## src/rtl/ofr_pkg.sv

```systemverilog
// Purpose: shared constants and types of the output fault response unit
// Assumes: 20 MHz core clock, byte-wide command port
// Notes:   response byte = code[7:6], retry[5:3], delay[2:0]
package ofr_pkg;

   // ---------------------------------------------------------------
   // timing
   // ---------------------------------------------------------------
   localparam int CLK_NS      = 50;
   localparam int V_STEP_NS   = 10000;                  // 10 us per step
   localparam int OC_STEP_MS  = 16;                     // 16 ms per step
   localparam int MS_NS       = 1000000;
   localparam int V_STEP_CYC  = V_STEP_NS / CLK_NS;
   localparam int OC_STEP_CYC = OC_STEP_MS * MS_NS / CLK_NS;
   localparam int MS_CYC      = MS_NS / CLK_NS;

   // ---------------------------------------------------------------
   // command codes and reset values
   // ---------------------------------------------------------------
   localparam logic [7:0] CMD_OV = 8'h41;
   localparam logic [7:0] CMD_UV = 8'h45;
   localparam logic [7:0] CMD_OC = 8'h47;
   localparam logic [7:0] RST_OV = 8'hB8;
   localparam logic [7:0] RST_UV = 8'hB8;
   localparam logic [7:0] RST_OC = 8'h00;

   // ---------------------------------------------------------------
   // response field encodings
   // ---------------------------------------------------------------
   localparam logic [1:0] CODE_IGN    = 2'h0;
   localparam logic [1:0] CODE_DLY_V  = 2'h1;
   localparam logic [1:0] CODE_IMM_V  = 2'h2;
   localparam logic [1:0] CODE_BAD_V  = 2'h3;
   localparam logic [1:0] CODE_DLY_OC = 2'h2;
   localparam logic [1:0] CODE_IMM_OC = 2'h3;
   localparam logic [1:0] CODE_RB     = 2'h2;            // delay shown on read
   localparam logic [2:0] RETRY_ALL   = 3'h7;
   localparam logic [2:0] DLY_ZERO    = 3'h0;

   // ---------------------------------------------------------------
   // fault indices and widths
   // ---------------------------------------------------------------
   localparam int NF    = 3;
   localparam int FI_UV = 0;
   localparam int FI_OV = 1;
   localparam int FI_OC = 2;
   localparam int TW    = 22;
   localparam int RW    = 32;

   typedef enum logic [2:0] {
      ST_ON   = 3'h1,
      ST_WAIT = 3'h2,
      ST_OFF  = 3'h4
   } ofr_st_e;

   typedef struct packed {
      logic [1:0] code;
      logic [2:0] retry;
      logic [2:0] dly;
   } ofr_resp_s;

   typedef struct packed {
      logic sb_vout_ov;
      logic sb_iout_oc;
      logic sw_vout;
      logic sw_iout;
      logic sv_ov;
      logic sv_uv;
      logic si_oc;
      logic cml;
   } ofr_flags_s;

   typedef struct packed {
      logic clear_faults;
      logic restore_all;
      logic device_soft_reset_command;
      logic w1c_ov;
      logic w1c_uv;
      logic w1c_oc;
      logic w1c_cml;
   } ofr_clr_s;

   typedef struct packed {
      ofr_st_e               st;
      logic [NF-1:0][7:0]    cfg;
      logic [NF-1:0][TW-1:0] tmr;
      logic [RW-1:0]         rcnt;
      ofr_flags_s            flg;
      logic                  alert_n;
      logic                  out_en;
      logic                  cmd_prev;
      logic [7:0]            rdata;
      logic                  rvalid;
   } ofr_state_s;

endpackage : ofr_pkg

```

## src/rtl/ofr_top.sv

```systemverilog
// Purpose: fault response for one output channel (uv, ov, oc)
// Assumes: inputs synchronous to core_clk, command port decoded upstream
// Notes:   all state in one struct, one comb and one clocked process
module ofr_top
   import ofr_pkg::*;
#(
   parameter int OC_STEP_CYC_P = OC_STEP_CYC,
   parameter int MS_CYC_P      = MS_CYC
) (
   input  wire logic        core_clk,
   input  wire logic        rst_n,
   input  wire logic        ce,
   input  wire logic        cmd_wr,
   input  wire logic        cmd_rd,
   input  wire logic [7:0]  cmd_code,
   input  wire logic [7:0]  cmd_wdata,
   input  wire ofr_clr_s    clr,
   input  wire logic        out_cmd,
   input  wire logic        ramping,
   input  wire logic        uv_fault,
   input  wire logic        ov_fault,
   input  wire logic        oc_fault,
   input  wire logic [2:0]  alert_mask,
   input  wire logic [15:0] retry_interval_setting,
   output logic             out_en,
   output logic             alert_n,
   output ofr_flags_s       flags,
   output logic [7:0]       rdata,
   output logic             rvalid
);

   // ---------------------------------------------------------------
   // helpers
   // ---------------------------------------------------------------
   // read view of a response byte
   function automatic logic [7:0] rb_view(input logic [7:0] v);
      ofr_resp_s r;
      r = v;
      if (r.code != CODE_RB) begin
         r.dly = DLY_ZERO;
      end
      return r;
   endfunction : rb_view

   // delayed no-restart with endless retry is contradictory
   function automatic logic oc_bad(input logic [7:0] v);
      ofr_resp_s r;
      r = v;
      return (r.code == CODE_DLY_OC) && (r.retry == RETRY_ALL);
   endfunction : oc_bad

   // reset image of the whole state
   localparam ofr_state_s S_RST = '{
      st: ST_ON, cfg: {RST_OC, RST_OV, RST_UV}, tmr: '0, rcnt: '0,
      flg: '0, alert_n: 1'b1, out_en: 1'b0, cmd_prev: 1'b0,
      rdata: 8'h00, rvalid: 1'b0};

   // state copies and comb working values
   ofr_state_s            s_q;
   ofr_state_s            s_d;
   logic [NF-1:0]         fvec;
   logic [NF-1:0][TW-1:0] lim;
   logic [RW-1:0]         retry_lim;
   logic                  clr_all;
   logic                  shut_nr;
   logic                  shut_rt;
   logic                  cml_set;
   logic                  new_evt;
   ofr_resp_s             c;
   logic                  vol;
   logic                  armed;
   logic                  act;

   // ---------------------------------------------------------------
   // outputs straight from state
   // ---------------------------------------------------------------
   assign out_en  = s_q.out_en;
   assign alert_n = s_q.alert_n;
   assign flags   = s_q.flg;
   assign rdata   = s_q.rdata;
   assign rvalid  = s_q.rvalid;

   // overcurrent blanked while ramping
   assign fvec      = {oc_fault & ~ramping, ov_fault, uv_fault};
   assign retry_lim = RW'(retry_interval_setting) * RW'(MS_CYC_P);
   assign clr_all   = clr.clear_faults | clr.restore_all
                    | clr.device_soft_reset_command
                    | (out_cmd & ~s_q.cmd_prev);

   // ---------------------------------------------------------------
   // next state
   // ---------------------------------------------------------------
   always_comb begin
      s_d      = s_q;
      shut_nr  = 1'b0;
      shut_rt  = 1'b0;
      cml_set  = 1'b0;
      lim      = '0;
      c        = '0;
      vol      = 1'b0;
      armed    = 1'b0;
      s_d.cmd_prev = out_cmd;
      act      = out_cmd && (s_q.st != ST_OFF);

      // response byte writes
      if (clr.restore_all || clr.device_soft_reset_command) begin
         s_d.cfg = S_RST.cfg;
      end else if (cmd_wr) begin
         case (cmd_code)
            CMD_UV, CMD_OV: begin
               if (cmd_wdata[7:6] == CODE_BAD_V) begin
                  cml_set = 1'b1;
               end else if (cmd_code == CMD_UV) begin
                  s_d.cfg[FI_UV] = cmd_wdata;
               end else begin
                  s_d.cfg[FI_OV] = cmd_wdata;
               end
            end
            CMD_OC: begin
               if (oc_bad(cmd_wdata)) begin
                  cml_set = 1'b1;
               end else begin
                  s_d.cfg[FI_OC] = cmd_wdata;
               end
            end
            default: cml_set = 1'b1;                            // unknown code
         endcase
      end

      // readback, one cycle later
      s_d.rvalid = cmd_rd;
      if (cmd_rd) begin
         case (cmd_code)
            CMD_UV:  s_d.rdata = rb_view(s_q.cfg[FI_UV]);
            CMD_OV:  s_d.rdata = rb_view(s_q.cfg[FI_OV]);
            CMD_OC:  s_d.rdata = rb_view(s_q.cfg[FI_OC]);
            default: s_d.rdata = 8'h00;
         endcase
      end

      // per fault delay timers and shutdown requests
      for (int i = 0; i < NF; i++) begin
         c   = s_q.cfg[i];
         vol = (i != FI_OC);
         lim[i] = TW'(c.dly) * (vol ? TW'(V_STEP_CYC)
                                    : TW'(OC_STEP_CYC_P));
         armed = fvec[i] && (c.code == (vol ? CODE_DLY_V : CODE_DLY_OC));
         if (!armed || (s_q.st != ST_ON) || !out_cmd) begin
            s_d.tmr[i] = '0;
         end else if (s_q.tmr[i] < lim[i]) begin
            s_d.tmr[i] = s_q.tmr[i] + TW'(1);
         end
         // delayed shutdown never restarts
         if (armed && (s_q.st == ST_ON) && (s_q.tmr[i] >= lim[i])) begin
            shut_nr = 1'b1;
         end
         // immediate shutdown follows retry field
         if (fvec[i] && (c.code == (vol ? CODE_IMM_V : CODE_IMM_OC))) begin
            if (c.retry == RETRY_ALL) begin
               shut_rt = 1'b1;
            end else begin
               shut_nr = 1'b1;
            end
         end
      end

      // output control
      case (s_q.st)
         ST_ON: begin
            if (act && shut_nr) begin
               s_d.st = ST_OFF;
            end else if (act && shut_rt) begin
               s_d.st   = ST_WAIT;
               s_d.rcnt = '0;
            end
         end
         ST_WAIT: begin
            if (!out_cmd) begin
               s_d.st = ST_ON;
            end else if (shut_nr) begin
               s_d.st = ST_OFF;
            end else if (s_q.rcnt >= retry_lim) begin
               s_d.st = ST_ON;
            end else begin
               s_d.rcnt = s_q.rcnt + RW'(1);
            end
         end
         ST_OFF: begin
            if (clr_all) begin
               s_d.st = ST_ON;
            end
         end
         default: s_d.st = ST_ON;
      endcase
      s_d.out_en = (s_d.st == ST_ON) && out_cmd;

      // sticky status, set beats clear
      s_d.flg.sv_uv = fvec[FI_UV] |
                      (s_q.flg.sv_uv & ~clr_all & ~clr.w1c_uv);
      s_d.flg.sv_ov = fvec[FI_OV] |
                      (s_q.flg.sv_ov & ~clr_all & ~clr.w1c_ov);
      s_d.flg.si_oc = fvec[FI_OC] |
                      (s_q.flg.si_oc & ~clr_all & ~clr.w1c_oc);
      s_d.flg.cml   = cml_set |
                      (s_q.flg.cml & ~clr_all & ~clr.w1c_cml);
      s_d.flg.sb_vout_ov = s_d.flg.sv_ov;
      s_d.flg.sw_vout    = s_d.flg.sv_ov | s_d.flg.sv_uv;
      s_d.flg.sb_iout_oc = s_d.flg.si_oc;
      s_d.flg.sw_iout    = s_d.flg.si_oc;

      // alert on newly latched unmasked event, held while flags stand
      new_evt = (fvec[FI_UV] & ~alert_mask[FI_UV] & ~s_q.flg.sv_uv)
              | (fvec[FI_OV] & ~alert_mask[FI_OV] & ~s_q.flg.sv_ov)
              | (fvec[FI_OC] & ~alert_mask[FI_OC] & ~s_q.flg.si_oc)
              | (cml_set & ~s_q.flg.cml);
      s_d.alert_n = ~(new_evt | (~s_q.alert_n & (|s_d.flg)));
   end

   // ---------------------------------------------------------------
   // state register
   // ---------------------------------------------------------------
   always_ff @(posedge core_clk or negedge rst_n) begin
      if (!rst_n) begin
         s_q <= S_RST;
      end else if (ce) begin
         s_q <= s_d;
      end
   end

   // ---------------------------------------------------------------
   // assertions
   // ---------------------------------------------------------------
   ofr_resp_s cfg_uv;
   ofr_resp_s cfg_ov;
   ofr_resp_s cfg_oc;
   assign cfg_uv = s_q.cfg[FI_UV];
   assign cfg_ov = s_q.cfg[FI_OV];
   assign cfg_oc = s_q.cfg[FI_OC];
endmodule : ofr_top

```

## config.mk

```make
export PLATFORM = sky130hd
export DESIGN_NAME = ofr_top
export DESIGN_NICKNAME = d
export VERILOG_FILES = /design/src/rtl/ofr_pkg.sv /design/src/rtl/ofr_top.sv
export SDC_FILE = /design/constraint.sdc
export NUM_CORES = 1
export LEC_CHECK = 0
export BUFFER_PORTS_ARGS = -buffer_cell sky130_fd_sc_hd__clkbuf_2
export CORE_ASPECT_RATIO = 1.2
export CORE_UTILIZATION = 55
export CTS_CLUSTER_SIZE = 10
export DETAILED_ROUTE_END_ITERATION = 8
export GPL_ROUTABILITY_DRIVEN = 0
export PLACE_DENSITY = 0.84
export SLEW_MARGIN = 25
export SYNTH_ARGS = -nofsm -noshare
export SYNTH_HDL_FRONTEND = slang
export SYNTH_SLANG_ARGS = --single-unit
```

## constraint.sdc

```tcl
create_clock -name core_clk -period 10.2 [get_ports core_clk]
set_input_delay 1.02 -clock core_clk [delete_from_list [all_inputs] [get_ports core_clk]]
set_output_delay 1.02 -clock core_clk [all_outputs]
set_load 0.005 [all_outputs]
```

== Yosys cells after proc, flatten, opt, wreduce, memory -nomap -nowiden ==
Cells that the tools add are included.
Operators by class
  $mul: 4
  reductions and logical operators: 46
  mux-type cells: 51
  magnitude comparators: 7
  add/subtract/negate cells: 4
  equal/unequal tests: 32
  bitwise operators: 46
Operators by type and width (number)
  32-bit 2-to-1 mux: 5
  22-bit 2-to-1 mux: 6
  22-bit by 1-bit adder with 22-bit output (second input constant): 3
  32-bit one-hot mux with 2 select lines: 1
  24-bit 2-to-1 mux: 2
  22-bit by 11-bit greater-or-equal comparator with 1-bit output: 2
  22-bit by 11-bit < comparator with 1-bit output: 2
  32-bit by 1-bit adder with 32-bit output (second input constant): 1
  32-bit by 31-bit greater-or-equal comparator with 1-bit output: 1
  16-bit 2-to-1 mux: 2
  8-bit 2-to-1 mux: 4
  3-bit 2-to-1 mux: 9
  16-bit by 10-bit multiplier with 26-bit output (second input constant): 1
  8-bit by 7-bit equality test with 1-bit output (second input constant): 3
  8-bit one-hot mux with 3 select lines: 1
  22-bit greater-or-equal comparator: 1
  22-bit < comparator: 1
  2-bit inequality test (second input constant): 10
  1-bit 2-to-1 mux: 19
  1-bit AND: 18
  1-bit logical AND: 17
  3-bit by 5-bit multiplier with 8-bit output (second input constant): 2
  1-bit inverter: 16
  2-bit nonzero test: 8
  20 further kinds: 55
Word-level totals
  flip-flop bits (word level): 142
  input bits: 52
  output and inout port bits: 19
  word-level logic and storage cells: 208

== Logic depth before layout (Yosys ltp) ==
  depth after elaboration: 18
  depth in mapped cells: 31
  mapped depth without buffers: 29

== Least setup slack after synthesis ==
OpenSTA, ideal clock, no wires.
  path type: input to register
  from: input retry_interval_setting[4]
  to: register s_q[51] (netlist name)
  buffers on the path: 2
  arrival time: 6.912 ns
  data required time: 10.081 ns
  stages on the path: 30
  library setup time: 0.119 ns
  setup slack: 3.169 ns
  cell sequence: inv_1 fa_1 inv_1 ha_1 inv_1 fa_1 inv_1 ha_1 inv_1 fa_1 inv_1 ha_1 nor3_1 nor2_1 o41a_1 a211o_1 a311oi_1 o21ai_0 xnor2_1 ha_1 nand3_1 nor3_1 nand2_1 nor2_1 a31oi_2 a31oi_1 clkbuf_1 clkbuf_1 nor3_1 o21a_1
Between the ends
  cells in the longest elaborated chain, start to end: 4
RTL lines
  start: declaration: line ofr_top.sv:24  | input wire logic [15:0] retry_interval_setting,
  16-bit by 10-bit multiplier with 26-bit output: line ofr_top.sv:85  | assign retry_lim = RW'(retry_interval_setting) * RW'(MS_CYC_P);
  32-bit by 31-bit greater-or-equal comparator with 1-bit output: line ofr_top.sv:182  | end else if (s_q.rcnt >= retry_lim) begin
  2-bit inequality test (no source line)
  7-bit AND reduction (no source line)
  end signal: assignment: line ofr_top.sv:224  | s_q <= S_RST;
  end signal: assignment: line ofr_top.sv:226  | s_q <= s_d;
  end: declaration: line ofr_top.sv:59  | ofr_state_s s_q;
No other way between the ends.
A chain may end at the register's enable or synchronous reset.

== Worst setup path in the final report ==
  from: input retry_interval_setting[4]
  to: register s_q[26] (netlist name)
The elaborated chain is that of the path after synthesis.

==> metrics <==
status=complete, no violations; clk root buf=clkbuf_16; critical path endpoint=s_q[26]; total of max-cap violations=0; most frequent standard cell in the layout excluding fill and tap cells=inv_1; antenna cells=0; minimum clock period=between 7000 and 8000 ps; Setup Viol. Count Final=0; setup total negative slack=0 ps; Mapped Cells=about 1,300; CP max-delay cell=fa_1; GRT overflow=0; Setup CP Type=in -> reg; post-CTS setup repair buffer count=0; CP peak stage delay=540 ps; Clock Latency Late Sink=430 ps; Post-Syn Nets=1,547; cell mode on critical path=inv_1; CP max FO=27; crit path launch type=primary input; Synth async-reset ratio=1.000; Max VDD drop=about 0.16 mV; DRT Wirelength=about 27 mm; CTS buffer count=17; Post-DP HPWL=19.88 mm; clock sinks=142; reg2reg setup slack=5370 ps; Synth Warn #=0; Cell Area, Placed=about 0.012 mm2; Via density=5.922; PortBufs=70; Arr. time, crit path=7870 ps; CP endpoint kind=flop; DR WL/cell=16.31 um; IO Pins=71; initial antenna violation count=0; Max H-tree Level=4; std cell rows=58; part of the cycle the worst path needs=0.7380; ANT nets after route=0; Hold Crit Start=rdata[2]; Least-Margin Pin Slew=~1100 ps; global-route wire length before repair=approximately 45 mm; post-CTS sizing=0; Clock Skews=6.003 ps; critical path depth in cells=29; clock buffer depth=2; Crit path buffers/inverters=8; chip width=135.0 um; EDFF count, synth=0; # DRC=0; Reg clk slew, reported paths=60 ps; 1st-iter DRT viols=a little under 700; synth unique cells=77; number of hold violations in the final report=0; pwr dens=163.5 mW/mm2; Static Leak=about 0.0063 uW; post-synthesis sequential area ratio=0.3056; reg2reg end=s_q[45]; largest net degree at the start of global routing=77; Die ar.=roughly 0.022 mm2; most frequent cells in the layout=inv_1, ha_1, dfrtp_1; Yosys reg bits=142; Worst Hold Class=reg -> reg; Hold-fix buffers, CTS=0; RSZ-0062 raised after global routing=false; vias post-DR=9,688; Slew HR=0.2842; GR Util All Layers=0.2568; worst r2r path cells=15; initial core utilization=0.5583; TritonCTS clock tree=built; Max Freq=about 130 MHz; die height=161.6 um; Crit. Startpoint=retry_interval_setting[4]; dominant synthesized flop cell=dfrtp_1; area growth from synthesis to layout=9.361%; vias in the first global route=9,672; reg-to-reg critical path startpoint=c[1]; Top delay family on crit path=compound AO/OA/AOI/OAI gates; core area=0.02090 mm2; synthesized area=0.01167 mm2; layout cells sized above 1=0.1032; Syn Area/Cell=8.907 um2; drt pass-1 iters=5; nets=between 1,500 and 2,000; post-route cell area=approximately 0.013 mm2; Req. time, crit path=10,540 ps; max-slew violations=0
==> per-layer routing <==
layer  routed length (um)  global-route usage
met3                  921             0.03955
met1                10980              0.3072
met4                  695             0.09295
met2                14080              0.4620
met5                    0                   0
==> layout make-up <==
| cell class | count | area (um2) |
|---|---|---|
| Timing Repair Buffer | 75 | 405.4 |
| Clock inverter | 5 | 75.07 |
| Tap cell | 270 | 337.8 |
| Fill cell | 1698 | 8139 |
| Sequential cell | 142 | 3566 |
| Inverter | 165 | 619.3 |
| Clock buffer | 27 | 533.0 |
| Multi-Input combinational cell | 952 | 7224 |
==> flip-flops by register name (all words and copies together) (netlist names) <==
register	cells
out_en	1
cfg_uv	8
flags	5
rdata	8
s_q	102
alert_n	1
c	8
rvalid	1
cfg_ov	8
==> worst min-delay path by stage <==
stage                      endpoint  slack (ps)  cells past startpoint
after floorplan            rdata[0]         450                      2
after global placement     rdata[4]         470                      2
after detailed placement   rdata[2]         470                      2
after CTS                  rdata[2]         490                      2
after global routing      cfg_uv[5]         520                      2
final                      rdata[2]         490                      2
==> worst min-delay path, cell delays in order (launching register included) <==
cell	delay (ps)
dfrtp_1	340
nand2_1	50
o21ai_0	60
==> per-stage QoR <==
| step | cells | hold slack [ps] | utilization | total power (uW) | worst slack [ps] |
|---|---|---|---|---|---|
| global route | 1636 | 518.8 | 0.6106 | 2252 | 2236 |
| CTS | 1635 | 485.5 | 0.6097 | 2094 | 2601 |
| detailed placement | 1603 | 473.7 | 0.5806 | 1454 | 2212 |
| floorplan | 1310 | 451.0 | - | 1261 | 3169 |
| finish | 1636 | 486.6 | 0.6106 | 2087 | 2672 |
| global placement | 1603 | 471.1 | 0.5806 | 1420 | 2447 |
==> synthesized netlist by cell type, drive strengths merged, types with 3 or more instances <==
master,count,area share
a2111oi,3,0.0028
a211o,6,0.0045
a211oi,4,0.0041
a21o,26,0.017
a21oi,81,0.036
a222oi,3,0.0026
a22o,3,0.0023
a22oi,4,0.0026
a31o,3,0.0023
a31oi,15,0.0086
and2,8,0.0043
and3,31,0.017
and3b,3,0.0023
and4,6,0.0045
and4b,3,0.0026
buf,23,0.014
clkbuf,28,0.0090
dfrtp,132,0.28
dfstp,10,0.023
fa,38,0.065
ha,147,0.16
inv,164,0.053
mux2,8,0.0077
mux2i,6,0.0051
nand2,101,0.032
nand2b,13,0.0070
nand3,43,0.020
nand3b,4,0.0026
nand4,30,0.016
nor2,86,0.028
nor2b,17,0.0091
nor3,15,0.0064
nor4,9,0.0048
nor4b,5,0.0038
o2111ai,6,0.0045
o211ai,5,0.0032
o21a,4,0.0026
o21ai,72,0.031
o31ai,24,0.015
or2,4,0.0021
or3,22,0.012
or4,22,0.015
xnor2,28,0.021
xor2,19,0.014
==> where the power goes <==
part | internal (uW) | total [uW] | leakage [uW] | switching, uW
registers | 582 | 601 | 0.00192 | 19.1
clock network | 404 | 636 | 0.000303 | 232
logic | 356 | 849 | 0.00412 | 493
==> cells by family after synthesis <==
logic type | share of synthesized area
AOI/OAI and AO/OA | 0.1547
xor gates and xnor gates | 0.03528
adders and majority gates | 0.2228
buffers and inverters | 0.07656
DFF | 0.3056
muxes | 0.01287
and+or+nand+nor | 0.1922
Note: power is estimated with default switching activity, not from simulation.
